`src/common/cpu_decode_pkg.sv`:
```
// Purpose: Shared opcodes, classes and timing for the move/bit/branch decoder
// Assumes: 8-bit opcodes, 16-bit program counter
// Notes:   Opcodes outside the decoded groups map to class cl_other
package cpu_decode_pkg;

  // ----------------------------------------------------------------------
  // Instruction classes
  // ----------------------------------------------------------------------
  typedef enum logic [4:0] {
    cl_nop, cl_load_dir, cl_load_ind, cl_xdata_read, cl_push, cl_pop,
    cl_swap_dir, cl_bit_inv, cl_and_c, cl_and_nc, cl_or_c, cl_or_nc,
    cl_bit_to_c, cl_c_to_bit, cl_absolute_call, cl_long_call, cl_ret,
    cl_interrupt_return, cl_absolute_jump, cl_long_jump, cl_short_jump,
    cl_bit_test_clear_branch, cl_jump_data_pointer_16, cl_jump_zero, cl_jump_nonzero,
    cl_compare_branch_unequal, cl_decrement_branch_nonzero, cl_other
  } class_e;

  // Encoded 0, 1, 3 in sequence: opcode -> operands -> execute -> opcode
  typedef enum logic [1:0] {
    st_opcode = 2'h0,
    st_args   = 2'h1,
    st_exec   = 2'h3
  } state_e;

  // ----------------------------------------------------------------------
  // Opcodes
  // ----------------------------------------------------------------------
  localparam logic [7:0] OP_NOP        = 8'h00;
  localparam logic [7:0] OP_LOAD_DIR   = 8'he5;
  localparam logic [6:0] OP_LOAD_IND   = 7'h73;
  localparam logic [7:0] OP_XDATA_RD   = 8'hf0;
  localparam logic [7:0] OP_PUSH       = 8'hc0;
  localparam logic [7:0] OP_POP        = 8'hd0;
  localparam logic [7:0] OP_SWAP_DIR   = 8'hc5;
  localparam logic [7:0] OP_BIT_INV    = 8'hb2;
  localparam logic [7:0] OP_AND_C      = 8'h82;
  localparam logic [7:0] OP_AND_NC     = 8'hb0;
  localparam logic [7:0] OP_OR_C       = 8'h72;
  localparam logic [7:0] OP_OR_NC      = 8'ha0;
  localparam logic [7:0] OP_BIT_TO_C   = 8'ha2;
  localparam logic [7:0] OP_C_TO_BIT   = 8'h92;
  localparam logic [4:0] OP_ABS_CALL   = 5'h11;
  localparam logic [4:0] OP_ABS_JUMP   = 5'h01;
  localparam logic [7:0] OP_LONG_CALL  = 8'h12;
  localparam logic [7:0] OP_RET        = 8'h22;
  localparam logic [7:0] OP_INT_RET    = 8'h32;
  localparam logic [7:0] OP_LONG_JUMP  = 8'h02;
  localparam logic [7:0] OP_SHORT_JUMP = 8'h80;
  localparam logic [7:0] OP_BTC_BRANCH = 8'h10;
  localparam logic [7:0] OP_JUMP_DATA_POINTER_16  = 8'h73;
  localparam logic [7:0] OP_JUMP_ZERO  = 8'h60;
  localparam logic [7:0] OP_JUMP_NZ    = 8'h70;
  localparam logic [4:0] OP_CMP_REG    = 5'h17;
  localparam logic [7:0] OP_DEC_BRANCH = 8'hd5;

  // ----------------------------------------------------------------------
  // Lengths, timing and reset values
  // ----------------------------------------------------------------------
  localparam logic [1:0] LEN_1 = 2'h1;
  localparam logic [1:0] LEN_2 = 2'h2;
  localparam logic [1:0] LEN_3 = 2'h3;
  localparam logic [1:0] MC_1  = 2'h1;
  localparam logic [1:0] MC_2  = 2'h2;
  localparam int         CLK_PER_MC = 2;
  localparam logic [15:0] RESET_PC  = 16'h0000;
  localparam logic [7:0]  DECREMENT_BRANCH_NONZERO_LAST = 8'h01;

endpackage : cpu_decode_pkg

```
`src/common/decode_if.sv`:
```
// Purpose: Carries an opcode to the lookup table and its decode back
// Assumes: Purely combinational lookup
// Notes:   core drives opcode, table answers
`timescale 1ns/10ps
`default_nettype none
interface decode_if;
  logic [7:0]                opcode;
  cpu_decode_pkg::class_e    cls;
  logic [1:0]                len;
  logic [1:0]                cyc;
  logic [2:0]                reg_sel;
  modport table_end (input opcode, output cls, len, cyc, reg_sel);
  modport core_end  (output opcode, input cls, len, cyc, reg_sel);
endinterface : decode_if
`default_nettype wire

```
`src/rtl/mcycle_tick.sv`:
```
// Purpose: Machine cycle enable, one pulse every CLK_PER_MC clocks
// Assumes: run held high for the whole execute phase
// Notes:   Phase restarts whenever run drops
`timescale 1ns/10ps
`default_nettype none
module mcycle_tick (
  input  wire logic clk,
  input  wire logic srst,
  input  wire logic run,
  output wire logic tick
);
  logic phase;

  always_ff @(posedge clk) begin
    if (srst || !run) begin
      phase <= 1'b0;
    end else begin
      phase <= ~phase;
    end
  end

  assign tick = run & phase;
endmodule : mcycle_tick
`default_nettype wire

```
`src/rtl/opcode_table.sv`:
```
// Purpose: Opcode to class, length, machine cycles and register select
// Assumes: Combinational, no state
// Notes:   Unlisted opcodes are one byte, one machine cycle, class other
`timescale 1ns/10ps
`default_nettype none
module opcode_table (
  decode_if.table_end dif
);
  logic [7:0] op;
  assign op = dif.opcode;
  assign dif.reg_sel = op[2:0];

  always_comb begin
    dif.cls = cpu_decode_pkg::cl_other;
    dif.len = cpu_decode_pkg::LEN_1;
    dif.cyc = cpu_decode_pkg::MC_1;
    if (op[4:0] == cpu_decode_pkg::OP_ABS_CALL) begin
      dif.cls = cpu_decode_pkg::cl_absolute_call;
      dif.len = cpu_decode_pkg::LEN_2;
      dif.cyc = cpu_decode_pkg::MC_2;
    end else if (op[4:0] == cpu_decode_pkg::OP_ABS_JUMP) begin
      dif.cls = cpu_decode_pkg::cl_absolute_jump;
      dif.len = cpu_decode_pkg::LEN_2;
      dif.cyc = cpu_decode_pkg::MC_2;
    end else if (op[7:1] == cpu_decode_pkg::OP_LOAD_IND) begin
      dif.cls = cpu_decode_pkg::cl_load_ind;
    end else if (op[7:3] == cpu_decode_pkg::OP_CMP_REG) begin
      dif.cls = cpu_decode_pkg::cl_compare_branch_unequal;
      dif.len = cpu_decode_pkg::LEN_3;
      dif.cyc = cpu_decode_pkg::MC_2;
    end else begin
      case (op)
        cpu_decode_pkg::OP_NOP: begin
          dif.cls = cpu_decode_pkg::cl_nop;
        end
        cpu_decode_pkg::OP_LOAD_DIR: begin
          dif.cls = cpu_decode_pkg::cl_load_dir;
          dif.len = cpu_decode_pkg::LEN_2;
        end
        cpu_decode_pkg::OP_XDATA_RD: begin
          dif.cls = cpu_decode_pkg::cl_xdata_read;
          dif.cyc = cpu_decode_pkg::MC_2;
        end
        cpu_decode_pkg::OP_SWAP_DIR: begin
          dif.cls = cpu_decode_pkg::cl_swap_dir;
          dif.len = cpu_decode_pkg::LEN_2;
        end
        cpu_decode_pkg::OP_BIT_INV: begin
          dif.cls = cpu_decode_pkg::cl_bit_inv;
          dif.len = cpu_decode_pkg::LEN_2;
        end
        cpu_decode_pkg::OP_BIT_TO_C: begin
          dif.cls = cpu_decode_pkg::cl_bit_to_c;
          dif.len = cpu_decode_pkg::LEN_2;
        end
        cpu_decode_pkg::OP_RET, cpu_decode_pkg::OP_INT_RET,
        cpu_decode_pkg::OP_JUMP_DATA_POINTER_16: begin
          dif.cls = (op == cpu_decode_pkg::OP_RET) ? cpu_decode_pkg::cl_ret :
                    (op == cpu_decode_pkg::OP_INT_RET) ?
                    cpu_decode_pkg::cl_interrupt_return :
                    cpu_decode_pkg::cl_jump_data_pointer_16;
          dif.cyc = cpu_decode_pkg::MC_2;
        end
        cpu_decode_pkg::OP_LONG_CALL, cpu_decode_pkg::OP_LONG_JUMP,
        cpu_decode_pkg::OP_BTC_BRANCH, cpu_decode_pkg::OP_DEC_BRANCH: begin
          dif.cls = (op == cpu_decode_pkg::OP_LONG_CALL) ?
                    cpu_decode_pkg::cl_long_call :
                    (op == cpu_decode_pkg::OP_LONG_JUMP) ?
                    cpu_decode_pkg::cl_long_jump :
                    (op == cpu_decode_pkg::OP_BTC_BRANCH) ?
                    cpu_decode_pkg::cl_bit_test_clear_branch :
                    cpu_decode_pkg::cl_decrement_branch_nonzero;
          dif.len = cpu_decode_pkg::LEN_3;
          dif.cyc = cpu_decode_pkg::MC_2;
        end
        default: begin
          dif.len = cpu_decode_pkg::LEN_2;
          dif.cyc = cpu_decode_pkg::MC_2;
          case (op)
            cpu_decode_pkg::OP_PUSH:       dif.cls = cpu_decode_pkg::cl_push;
            cpu_decode_pkg::OP_POP:        dif.cls = cpu_decode_pkg::cl_pop;
            cpu_decode_pkg::OP_AND_C:      dif.cls = cpu_decode_pkg::cl_and_c;
            cpu_decode_pkg::OP_AND_NC:     dif.cls = cpu_decode_pkg::cl_and_nc;
            cpu_decode_pkg::OP_OR_C:       dif.cls = cpu_decode_pkg::cl_or_c;
            cpu_decode_pkg::OP_OR_NC:      dif.cls = cpu_decode_pkg::cl_or_nc;
            cpu_decode_pkg::OP_C_TO_BIT:
              dif.cls = cpu_decode_pkg::cl_c_to_bit;
            cpu_decode_pkg::OP_SHORT_JUMP:
              dif.cls = cpu_decode_pkg::cl_short_jump;
            cpu_decode_pkg::OP_JUMP_ZERO:
              dif.cls = cpu_decode_pkg::cl_jump_zero;
            cpu_decode_pkg::OP_JUMP_NZ:
              dif.cls = cpu_decode_pkg::cl_jump_nonzero;
            default: begin
              dif.cls = cpu_decode_pkg::cl_other;
              dif.len = cpu_decode_pkg::LEN_1;
              dif.cyc = cpu_decode_pkg::MC_1;
            end
          endcase
        end
      endcase
    end
  end
endmodule : opcode_table
`default_nettype wire

```
`src/rtl/cpu_move_bool_branch_decode.sv`:
```
// Purpose: Fetch, decode and time move, bit and branch instructions
// Assumes: Program memory and operand sources run on clk
// Notes:   Datapath writes are requested through the *_we outputs
// How it works
// - E5 loads accumulator from direct byte: two bytes, one cycle
// - E6-E7 load accumulator through indirect pointer: one byte, one cycle
// - External read via data pointer into accumulator: one byte, two cycles
// - C0 pushes a direct byte: two bytes, two cycles
// - D0 pops into a direct byte: two bytes, two cycles
// - C5 swaps accumulator with direct byte: two bytes, one cycle
// - B2 inverts a direct bit: two bytes, one cycle
// - 82 and B0 AND bit or inverse into carry: two bytes, two cycles
// - 72 and A0 OR bit or inverse into carry: two bytes, two cycles
// - A2 bit to carry in one cycle, 92 carry to bit in two
// - Pattern 11 to F1 is absolute call: two bytes, two cycles
// - 12 is long call to sixteen-bit target: three bytes, two cycles
// - 22 returns from subroutine using stacked address: one byte, two
// - 32 returns from interrupt: one byte, two cycles
// - Pattern 01 to E1 is absolute jump: two bytes, two cycles
// - 02 is long jump to sixteen-bit target: three bytes, two cycles
// - 80 is short relative jump: two bytes, two cycles
// - 10 branches when bit set and clears it: three bytes, two
// - 73 jumps to accumulator plus data pointer: one byte, two cycles
// - 60 branches on zero accumulator, 70 on nonzero: two bytes
// - B8-BF compare bank register, branch if unequal: three bytes, two
// - D5 decrements direct byte, branch if nonzero: three bytes, two
// - One machine cycle is exactly two clocks
// - Low three opcode bits select the bank register
// - Upper three opcode bits are top of eleven-bit destination
`timescale 1ns/10ps
`default_nettype none
module cpu_move_bool_branch_decode (
  input  wire logic                   clk,
  input  wire logic                   srst,
  input  wire logic                   code_valid,
  input  wire logic [7:0]             code_byte,
  input  wire logic [7:0]             acc_in,
  input  wire logic                   carry_in,
  input  wire logic                   bit_in,
  input  wire logic [7:0]             data_in,
  input  wire logic [15:0]            data_pointer_16_in,
  input  wire logic [15:0]            ret_addr_in,
  output logic                        code_ready,
  output logic [15:0]                 pc,
  output cpu_decode_pkg::class_e      instr_class,
  output logic [1:0]                  instr_len,
  output logic [1:0]                  instr_cycles,
  output logic [2:0]                  reg_sel,
  output logic [7:0]                  arg1,
  output logic [7:0]                  arg2,
  output logic                        done,
  output logic                        branch_taken,
  output logic                        carry_out,
  output logic                        carry_we,
  output logic                        bit_out,
  output logic                        bit_we,
  output logic [7:0]                  data_out,
  output logic                        data_we
);

  // ----------------------------------------------------------------------
  // Decode lookup and machine cycle enable
  // ----------------------------------------------------------------------
  cpu_decode_pkg::state_e state;
  cpu_decode_pkg::state_e next_state;
  decode_if   dif ();
  logic [7:0]  opcode;
  logic [15:0] instr_pc;
  logic        arg_idx;
  logic [1:0]  mc_cnt;
  logic [2:0]  exec_clks;
  wire  logic  tick;

  assign dif.opcode = (state == cpu_decode_pkg::st_opcode) ? code_byte
                                                            : opcode;

  opcode_table u_table (
    .dif (dif)
  );

  mcycle_tick u_tick (
    .clk  (clk),
    .srst (srst),
    .run  (state == cpu_decode_pkg::st_exec),
    .tick (tick)
  );

  // ----------------------------------------------------------------------
  // Sequencing
  // ----------------------------------------------------------------------
  wire logic take      = code_valid & code_ready;
  wire logic last_arg  = arg_idx | (instr_len == cpu_decode_pkg::LEN_2);
  wire logic last_mc   = tick & (mc_cnt == instr_cycles - 2'h1);

  always_comb begin
    next_state = state;
    case (state)
      cpu_decode_pkg::st_opcode: begin
        if (take) begin
          next_state = (dif.len == cpu_decode_pkg::LEN_1) ?
                       cpu_decode_pkg::st_exec : cpu_decode_pkg::st_args;
        end
      end
      cpu_decode_pkg::st_args: begin
        if (take && last_arg) begin
          next_state = cpu_decode_pkg::st_exec;
        end
      end
      cpu_decode_pkg::st_exec: begin
        if (last_mc) begin
          next_state = cpu_decode_pkg::st_opcode;
        end
      end
      default: next_state = cpu_decode_pkg::st_opcode;
    endcase
  end

  // ----------------------------------------------------------------------
  // Branch targets and results
  // ----------------------------------------------------------------------
  wire logic [15:0] seq_pc  = instr_pc + {14'h0, instr_len};
  wire logic [7:0]  rel     = (instr_len == cpu_decode_pkg::LEN_3) ? arg2
                                                                   : arg1;
  wire logic [15:0] rel_pc  = seq_pc + {{8{rel[7]}}, rel};
  wire logic [15:0] abs_pc  = {seq_pc[15:11], opcode[7:5], arg1};
  wire logic [15:0] long_pc = {arg1, arg2};
  wire logic [15:0] data_pointer_16_pc = data_pointer_16_in + {8'h0, acc_in};
  wire logic [7:0]  dec_val = data_in - 8'h01;
  logic             take_rel;
  logic [15:0]      next_pc;

  always_comb begin
    case (instr_class)
      cpu_decode_pkg::cl_short_jump:     take_rel = 1'b1;
      cpu_decode_pkg::cl_jump_zero:      take_rel = (acc_in == 8'h00);
      cpu_decode_pkg::cl_jump_nonzero:  take_rel = (acc_in != 8'h00);
      cpu_decode_pkg::cl_bit_test_clear_branch: take_rel = bit_in;
      cpu_decode_pkg::cl_compare_branch_unequal:
        take_rel = (data_in != arg1);
      cpu_decode_pkg::cl_decrement_branch_nonzero:
        take_rel = (data_in != cpu_decode_pkg::DECREMENT_BRANCH_NONZERO_LAST);
      default:                           take_rel = 1'b0;
    endcase
  end

  always_comb begin
    case (instr_class)
      cpu_decode_pkg::cl_absolute_call,
      cpu_decode_pkg::cl_absolute_jump:  next_pc = abs_pc;
      cpu_decode_pkg::cl_long_call,
      cpu_decode_pkg::cl_long_jump:      next_pc = long_pc;
      cpu_decode_pkg::cl_ret,
      cpu_decode_pkg::cl_interrupt_return:
        next_pc = ret_addr_in;
      cpu_decode_pkg::cl_jump_data_pointer_16:      next_pc = data_pointer_16_pc;
      default:                           next_pc = take_rel ? rel_pc
                                                            : seq_pc;
    endcase
  end

  wire logic is_carry_op = (instr_class == cpu_decode_pkg::cl_and_c) ||
                           (instr_class == cpu_decode_pkg::cl_and_nc) ||
                           (instr_class == cpu_decode_pkg::cl_or_c) ||
                           (instr_class == cpu_decode_pkg::cl_or_nc) ||
                           (instr_class == cpu_decode_pkg::cl_bit_to_c);
  wire logic carry_res =
    (instr_class == cpu_decode_pkg::cl_and_c)  ? (carry_in & bit_in) :
    (instr_class == cpu_decode_pkg::cl_and_nc) ? (carry_in & ~bit_in) :
    (instr_class == cpu_decode_pkg::cl_or_c)   ? (carry_in | bit_in) :
    (instr_class == cpu_decode_pkg::cl_or_nc)  ? (carry_in | ~bit_in) :
    bit_in;
  wire logic is_bit_op = (instr_class == cpu_decode_pkg::cl_bit_inv) ||
                         (instr_class == cpu_decode_pkg::cl_c_to_bit) ||
                         ((instr_class ==
                           cpu_decode_pkg::cl_bit_test_clear_branch) &&
                          bit_in);
  wire logic bit_res =
    (instr_class == cpu_decode_pkg::cl_bit_inv)  ? ~bit_in :
    (instr_class == cpu_decode_pkg::cl_c_to_bit) ? carry_in : 1'b0;

  // ----------------------------------------------------------------------
  // Registers
  // ----------------------------------------------------------------------
  always_ff @(posedge clk) begin
    if (srst) begin
      state <= cpu_decode_pkg::st_opcode;
    end else begin
      state <= next_state;
    end
  end

  always_ff @(posedge clk) begin
    if (srst) begin
      code_ready <= 1'b0;
    end else begin
      code_ready <= (next_state != cpu_decode_pkg::st_exec);
    end
  end

  // Opcode capture latches the decode so it stays stable during execute
  always_ff @(posedge clk) begin
    if (srst) begin
      opcode       <= cpu_decode_pkg::OP_NOP;
      instr_pc     <= cpu_decode_pkg::RESET_PC;
      instr_class  <= cpu_decode_pkg::cl_nop;
      instr_len    <= cpu_decode_pkg::LEN_1;
      instr_cycles <= cpu_decode_pkg::MC_1;
      reg_sel      <= 3'h0;
      arg_idx      <= 1'b0;
    end else if (take && state == cpu_decode_pkg::st_opcode) begin
      opcode       <= code_byte;
      instr_pc     <= pc;
      instr_class  <= dif.cls;
      instr_len    <= dif.len;
      instr_cycles <= dif.cyc;
      reg_sel      <= dif.reg_sel;
      arg_idx      <= 1'b0;
    end else if (take) begin
      arg_idx      <= 1'b1;
    end
  end

  always_ff @(posedge clk) begin
    if (srst) begin
      arg1 <= 8'h00;
      arg2 <= 8'h00;
    end else if (take && state == cpu_decode_pkg::st_args) begin
      if (arg_idx) begin
        arg2 <= code_byte;
      end else begin
        arg1 <= code_byte;
      end
    end
  end

  always_ff @(posedge clk) begin
    if (srst || state != cpu_decode_pkg::st_exec) begin
      mc_cnt <= 2'h0;
    end else if (tick) begin
      mc_cnt <= mc_cnt + 2'h1;
    end
  end

  always_ff @(posedge clk) begin
    if (srst || state != cpu_decode_pkg::st_exec) begin
      exec_clks <= 3'h0;
    end else begin
      exec_clks <= exec_clks + 3'h1;
    end
  end

  // Results land together with done, one clock after the last machine cycle
  always_ff @(posedge clk) begin
    if (srst) begin
      pc           <= cpu_decode_pkg::RESET_PC;
      done         <= 1'b0;
      branch_taken <= 1'b0;
      carry_we     <= 1'b0;
      bit_we       <= 1'b0;
      data_we      <= 1'b0;
      carry_out    <= 1'b0;
      bit_out      <= 1'b0;
      data_out     <= 8'h00;
    end else begin
      done         <= last_mc;
      branch_taken <= last_mc & take_rel;
      carry_we     <= last_mc & is_carry_op;
      bit_we       <= last_mc & is_bit_op;
      data_we      <= last_mc & (instr_class ==
                      cpu_decode_pkg::cl_decrement_branch_nonzero);
      if (last_mc) begin
        pc        <= next_pc;
        carry_out <= carry_res;
        bit_out   <= bit_res;
        data_out  <= dec_val;
      end
    end
  end
endmodule : cpu_move_bool_branch_decode
`default_nettype wire

```
`config.mk`:
```
export PLATFORM = sky130hd
export DESIGN_NAME = cpu_move_bool_branch_decode
export DESIGN_NICKNAME = d
export VERILOG_FILES = /design/src/common/cpu_decode_pkg.sv /design/src/common/decode_if.sv /design/src/rtl/mcycle_tick.sv /design/src/rtl/opcode_table.sv /design/src/rtl/cpu_move_bool_branch_decode.sv
export SDC_FILE = /design/constraint.sdc
export NUM_CORES = 1
export LEC_CHECK = 0
export ABC_AREA = 1
export BUFFER_PORTS_ARGS = -buffer_cell sky130_fd_sc_hd__buf_2
export CAP_MARGIN = 10
export CORE_MARGIN = 3
export CORE_UTILIZATION = 46
export CTS_CLUSTER_SIZE = 20
export DETAILED_ROUTE_END_ITERATION = 8
export PLACE_DENSITY = 0.79
export SYNTH_ARGS = -nofsm -noshare
export SYNTH_HDL_FRONTEND = slang
export SYNTH_SLANG_ARGS = --single-unit
```
`constraint.sdc`:
```
create_clock -name clk -period 3.45 [get_ports clk]
set_clock_uncertainty 0.05 [all_clocks]
set_input_delay 0.345 -clock clk [delete_from_list [all_inputs] [get_ports clk]]
set_output_delay 0.345 -clock clk [all_outputs]
set_load 0.05 [all_outputs]
```
==> run_results.csv <==
group,metric,value,unit
worst_hold_path,hold_depth,2,
synth,synth_cell_type_count,49,
detailed_routing,first_iter_violations,747,
synth,syn_area_per_cell,6.191,um2
detailed_routing,num_vias,7880,
clock_tree,root_buffer,"clkbuf_16",
clock_tree,cts_hold_buf,0,
clock_tree,cts_made_buffers,9,
setup_path,critPathKind,"reg -> reg",
synth,synth_area,6817,um2
global_routing,grt_start_max_net_pins,53,
detailed_routing,totalWireLength,24.12,mm
global_routing,grt_overflow,0,
pwr,peakVddDrop,0.2786,mV
detailed_routing,drc_errors,0,
synth,synth_area_leaders,"dfxtp_1 (26%), nand2_1 (16%), inv_1 (7.4%), o21ai_0 (7.1%), a21oi_1 (6.2%)",
global_routing,antenna_found_initial,0,
pwr,p_leak,0.003878,uW
synth,ys.flop_type,"dfxtp_1",
global_routing,grt_pass1_vias,7336,
final_layout,drive_above_1_share,17.12,%
sta,hold_viol,0,
setup_path,rr_worst_depth,15,
worst_hold_path,min_to,"data_out[0]$_SDFFE_PP0P_",
synth,syn_nets,1192,
setup_path,cpMostUsedCell,"nand2_1",
clock_tree,clockBufferDepth,2,
clock_tree,path_clk_slew,70,ps
synth,synth_async_sr_flop_share,0,%
run,drv_cap,0,
die,die_y,127.7,um
sta,fin_crit_sh,91.26,%
final_layout,syn2layout_area_growth,16.43,%
die,start_util,47.99,%
clock_tree,cts_sinks,90,
setup_path,reg2reg_slack,300,ps
synth,syn_inst,1101,
detailed_routing,ant_nets,0,
setup_path,crit-reg2reg-capture,"pc[6]$_SDFFE_PP0P_",
die,chipWidth,127.7,um
clock_tree,post-cts-setup-buffer-count,0,
sta,worstMarginPinSlew,676.0,ps
synth,synth_top_area_share,26.43,%
setup_path,worst_ep_required_time,3660,ps
setup_path,critPathArrivalTime,3360,ps
sta,maxSlewViolCount,0,
sta,rsz0062_at_grt,"no",
final_layout,fill_cells,1479,
setup_path,path_max_fanout,16,
sta,finalSetupViolCount,0,
synth,synth_edf_count,0,
setup_path,critPathMaxStageDelay,420,ps
sta,hold-worst-slack,195.3,ps
pwr,power_density,365.3,nW/um2
setup_path,cp-start-kind,"flop",
final_layout,antennaDiodeCount,0,
place,gp_congestion,0.9526,
setup_path,path_cells,"nand2_1 -> o21ai_0 -> ha_1 -> inv_1 -> fa_1 -> o21ai_0 -> buf_4 -> nand2_1 -> nand2_1 -> xnor2_1 -> nand2_1 -> o211ai_1 -> nand3b_1 -> nand2_1 -> inv_1",
final_layout,nets,1307,
sta,slew_headroom,54.82,%
outcome,status,"complete, no violations",
clock_tree,clock_latency,360,ps
die,ioPinCount,121,
global_routing,grt_pass1_wl,37.69,mm
sta,fin_crit,3148,ps
sta,max_freq,317.6,MHz
setup_path,worst_path_max_delay_cell,"fa_1",
die,row_count,43,
synth,yosys.area.top_type,"dfxtp_1",
die,die_area,16320,um2
setup_path,endpoint_kind,"flop",
clock_tree,cts-htree-levels,3,
synth,synth_seq_cells,90,
die,core_area,14200,um2
detailed_routing,wire_per_inst,17.21,um
synth,yosysSeqAreaShare,26.43,%
place,port-buffer-count,120,
clock_tree,cts_tree,"yes",
global_routing,grt_usage,29.19,%
setup_path,worstReg2RegStart,"instr_len[1]$_SDFFE_PP0P_",
sta,tns,0,ps
detailed_routing,viasPerCell,5.625,
worst_hold_path,min_from,"data_in[0]",
place,dpl.hpwl,18.86,mm
synth,yosysWarnings,0,
worst_hold_path,holdCritPathClass,"in -> reg",
detailed_routing,dr.pass1.iters,5,
## timing repair
action / 4_1_cts / 5_1_grt
resized for setup: 0 / 8
hold endpoints to repair: 0 / 0
setup endpoints to repair: 0 / 6
## power by group
group          total [uW]  internal [uW]  switching [uW]
Combinational         673            196             477
Sequential           1100           1070            32.3
Clock                1130            651             478
## critical path: cells and delay by family (launching register included)
| kind | cells | cell delay [ps] |
|---|---|---|
| AOI/OAI and AO/OA | 3 | 670 |
| buffers and inverters | 3 | 270 |
| adders and majority gates | 2 | 690 |
| DFF | 1 | 400 |
| xor gates and xnor gates | 1 | 140 |
| and+or+nand+nor | 6 | 820 |
## worst max-delay path by stage
stage                               end  cells after the start                 startpoint  slack [ps]
CTS                 pc[15]$_SDFFE_PP0P_                     18  instr_len[0]$_SDFFE_PP1P_         290
floorplan           pc[15]$_SDFFE_PP0P_                     19  instr_len[0]$_SDFFE_PP1P_         270
detailed placement   pc[9]$_SDFFE_PP0P_                     18  instr_len[0]$_SDFFE_PP1P_         310
global placement     pc[8]$_SDFFE_PP0P_                     13  instr_len[1]$_SDFFE_PP0P_         340
finish               pc[6]$_SDFFE_PP0P_                     15  instr_len[1]$_SDFFE_PP0P_         300
global route         pc[6]$_SDFFE_PP0P_                     15  instr_len[1]$_SDFFE_PP0P_          20
## state kept, by name, summed over array words and instances (netlist names), 2 cells and up
signal	flops
arg1	8
arg2	8
data_out	8
instr_class	5
instr_cycles	2
instr_len	2
instr_pc	16
mc_cnt	2
opcode	8
pc	16
reg_sel	3
state	2
## through the flow
step           total power, uW  cell area (um2)  cells  setup slack [ps]  util (%)
6_report                  2899             7936   1401             301.6     55.88
3_3_place_gp              1773             7596   1385             338.2     53.48
3_5_place_dp              1777             7596   1385             310.2     53.48
5_1_grt                   3015             7936   1401             18.44     55.88
2_1_floorplan             1585             6817   1101             274.5         -
4_1_cts                   2899             7928   1401             287.5     55.81
## final cells by class
class	count	area, um2	area share [%]
multi-input cells	838	4338	54.66
well taps	180	225.2	2.838
clock buffers	9	225.2	2.838
flip-flops and latches	90	1803	22.72
repair buffers	133	698.2	8.797
inverters	144	540.5	6.811
clock inverters	7	106.4	1.340
## cell families (layout without fill, tap and decap cells)
logic type	Yosys count	count (layout)	share of synthesized area [%]
simple gates	552	552	35.94
compound gates	233	233	18.80
buf+inv	173	293	10.04
flops	90	90	26.43
fa+ha+maj	30	30	5.837
xor+xnor	23	23	2.955
## metal layers
metal  wire (um)  vias to the layer above  track usage [%]  part of all wire (%)
met5           0                        -                0                     0
met4         898                        0            12.17                   3.7
met3        2111                       74            6.542                   8.8
met2       11010                      360            47.13                    46
met1       10090                     3598            37.65                    42
li1            -                     3848                -                     -
## cells in the final DEF (no fill, tap or decap), types with 7 or more instances in the layout
master	n
nor3_1	21
xnor2_1	8
nand3_1	81
o211ai_1	9
dfxtp_1	89
nand4_1	15
inv_1	135
clkbuf_16	9
o22ai_1	14
a21oi_1	84
o21ai_0	93
buf_4	13
xor2_1	15
ha_1	27
inv_2	8
nand2_1	296
nor2_1	76
nor2_2	12
nand3b_1	7
buf_2	120
nand2_2	23
## cells in the mapped netlist (2+ instances only)
cell type and number:
nand2_2 23, a31oi_1 5, o21bai_1 3, buf_2 4, o21ai_2 4, xnor2_1 8
a21oi_1 84, clkbuf_1 20, and3_1 2, a211oi_1 5, nand2_4 2, inv_2 8
or2_2 3, nand3_2 4, nor2_4 2, nor2_1 79, nor3_1 21, fa_1 3
o22ai_1 14, xor2_1 15, a21boi_0 2, o21ai_0 97, nor3b_1 4, ha_1 27
buf_6 2, nand4_1 15, dfxtp_1 90, nor2_2 9, nand2_1 296, o211ai_1 9
a21o_1 3, inv_1 135, nand3_1 81, nand3b_1 7
No activity file was read; power rests on OpenSTA's default activity.
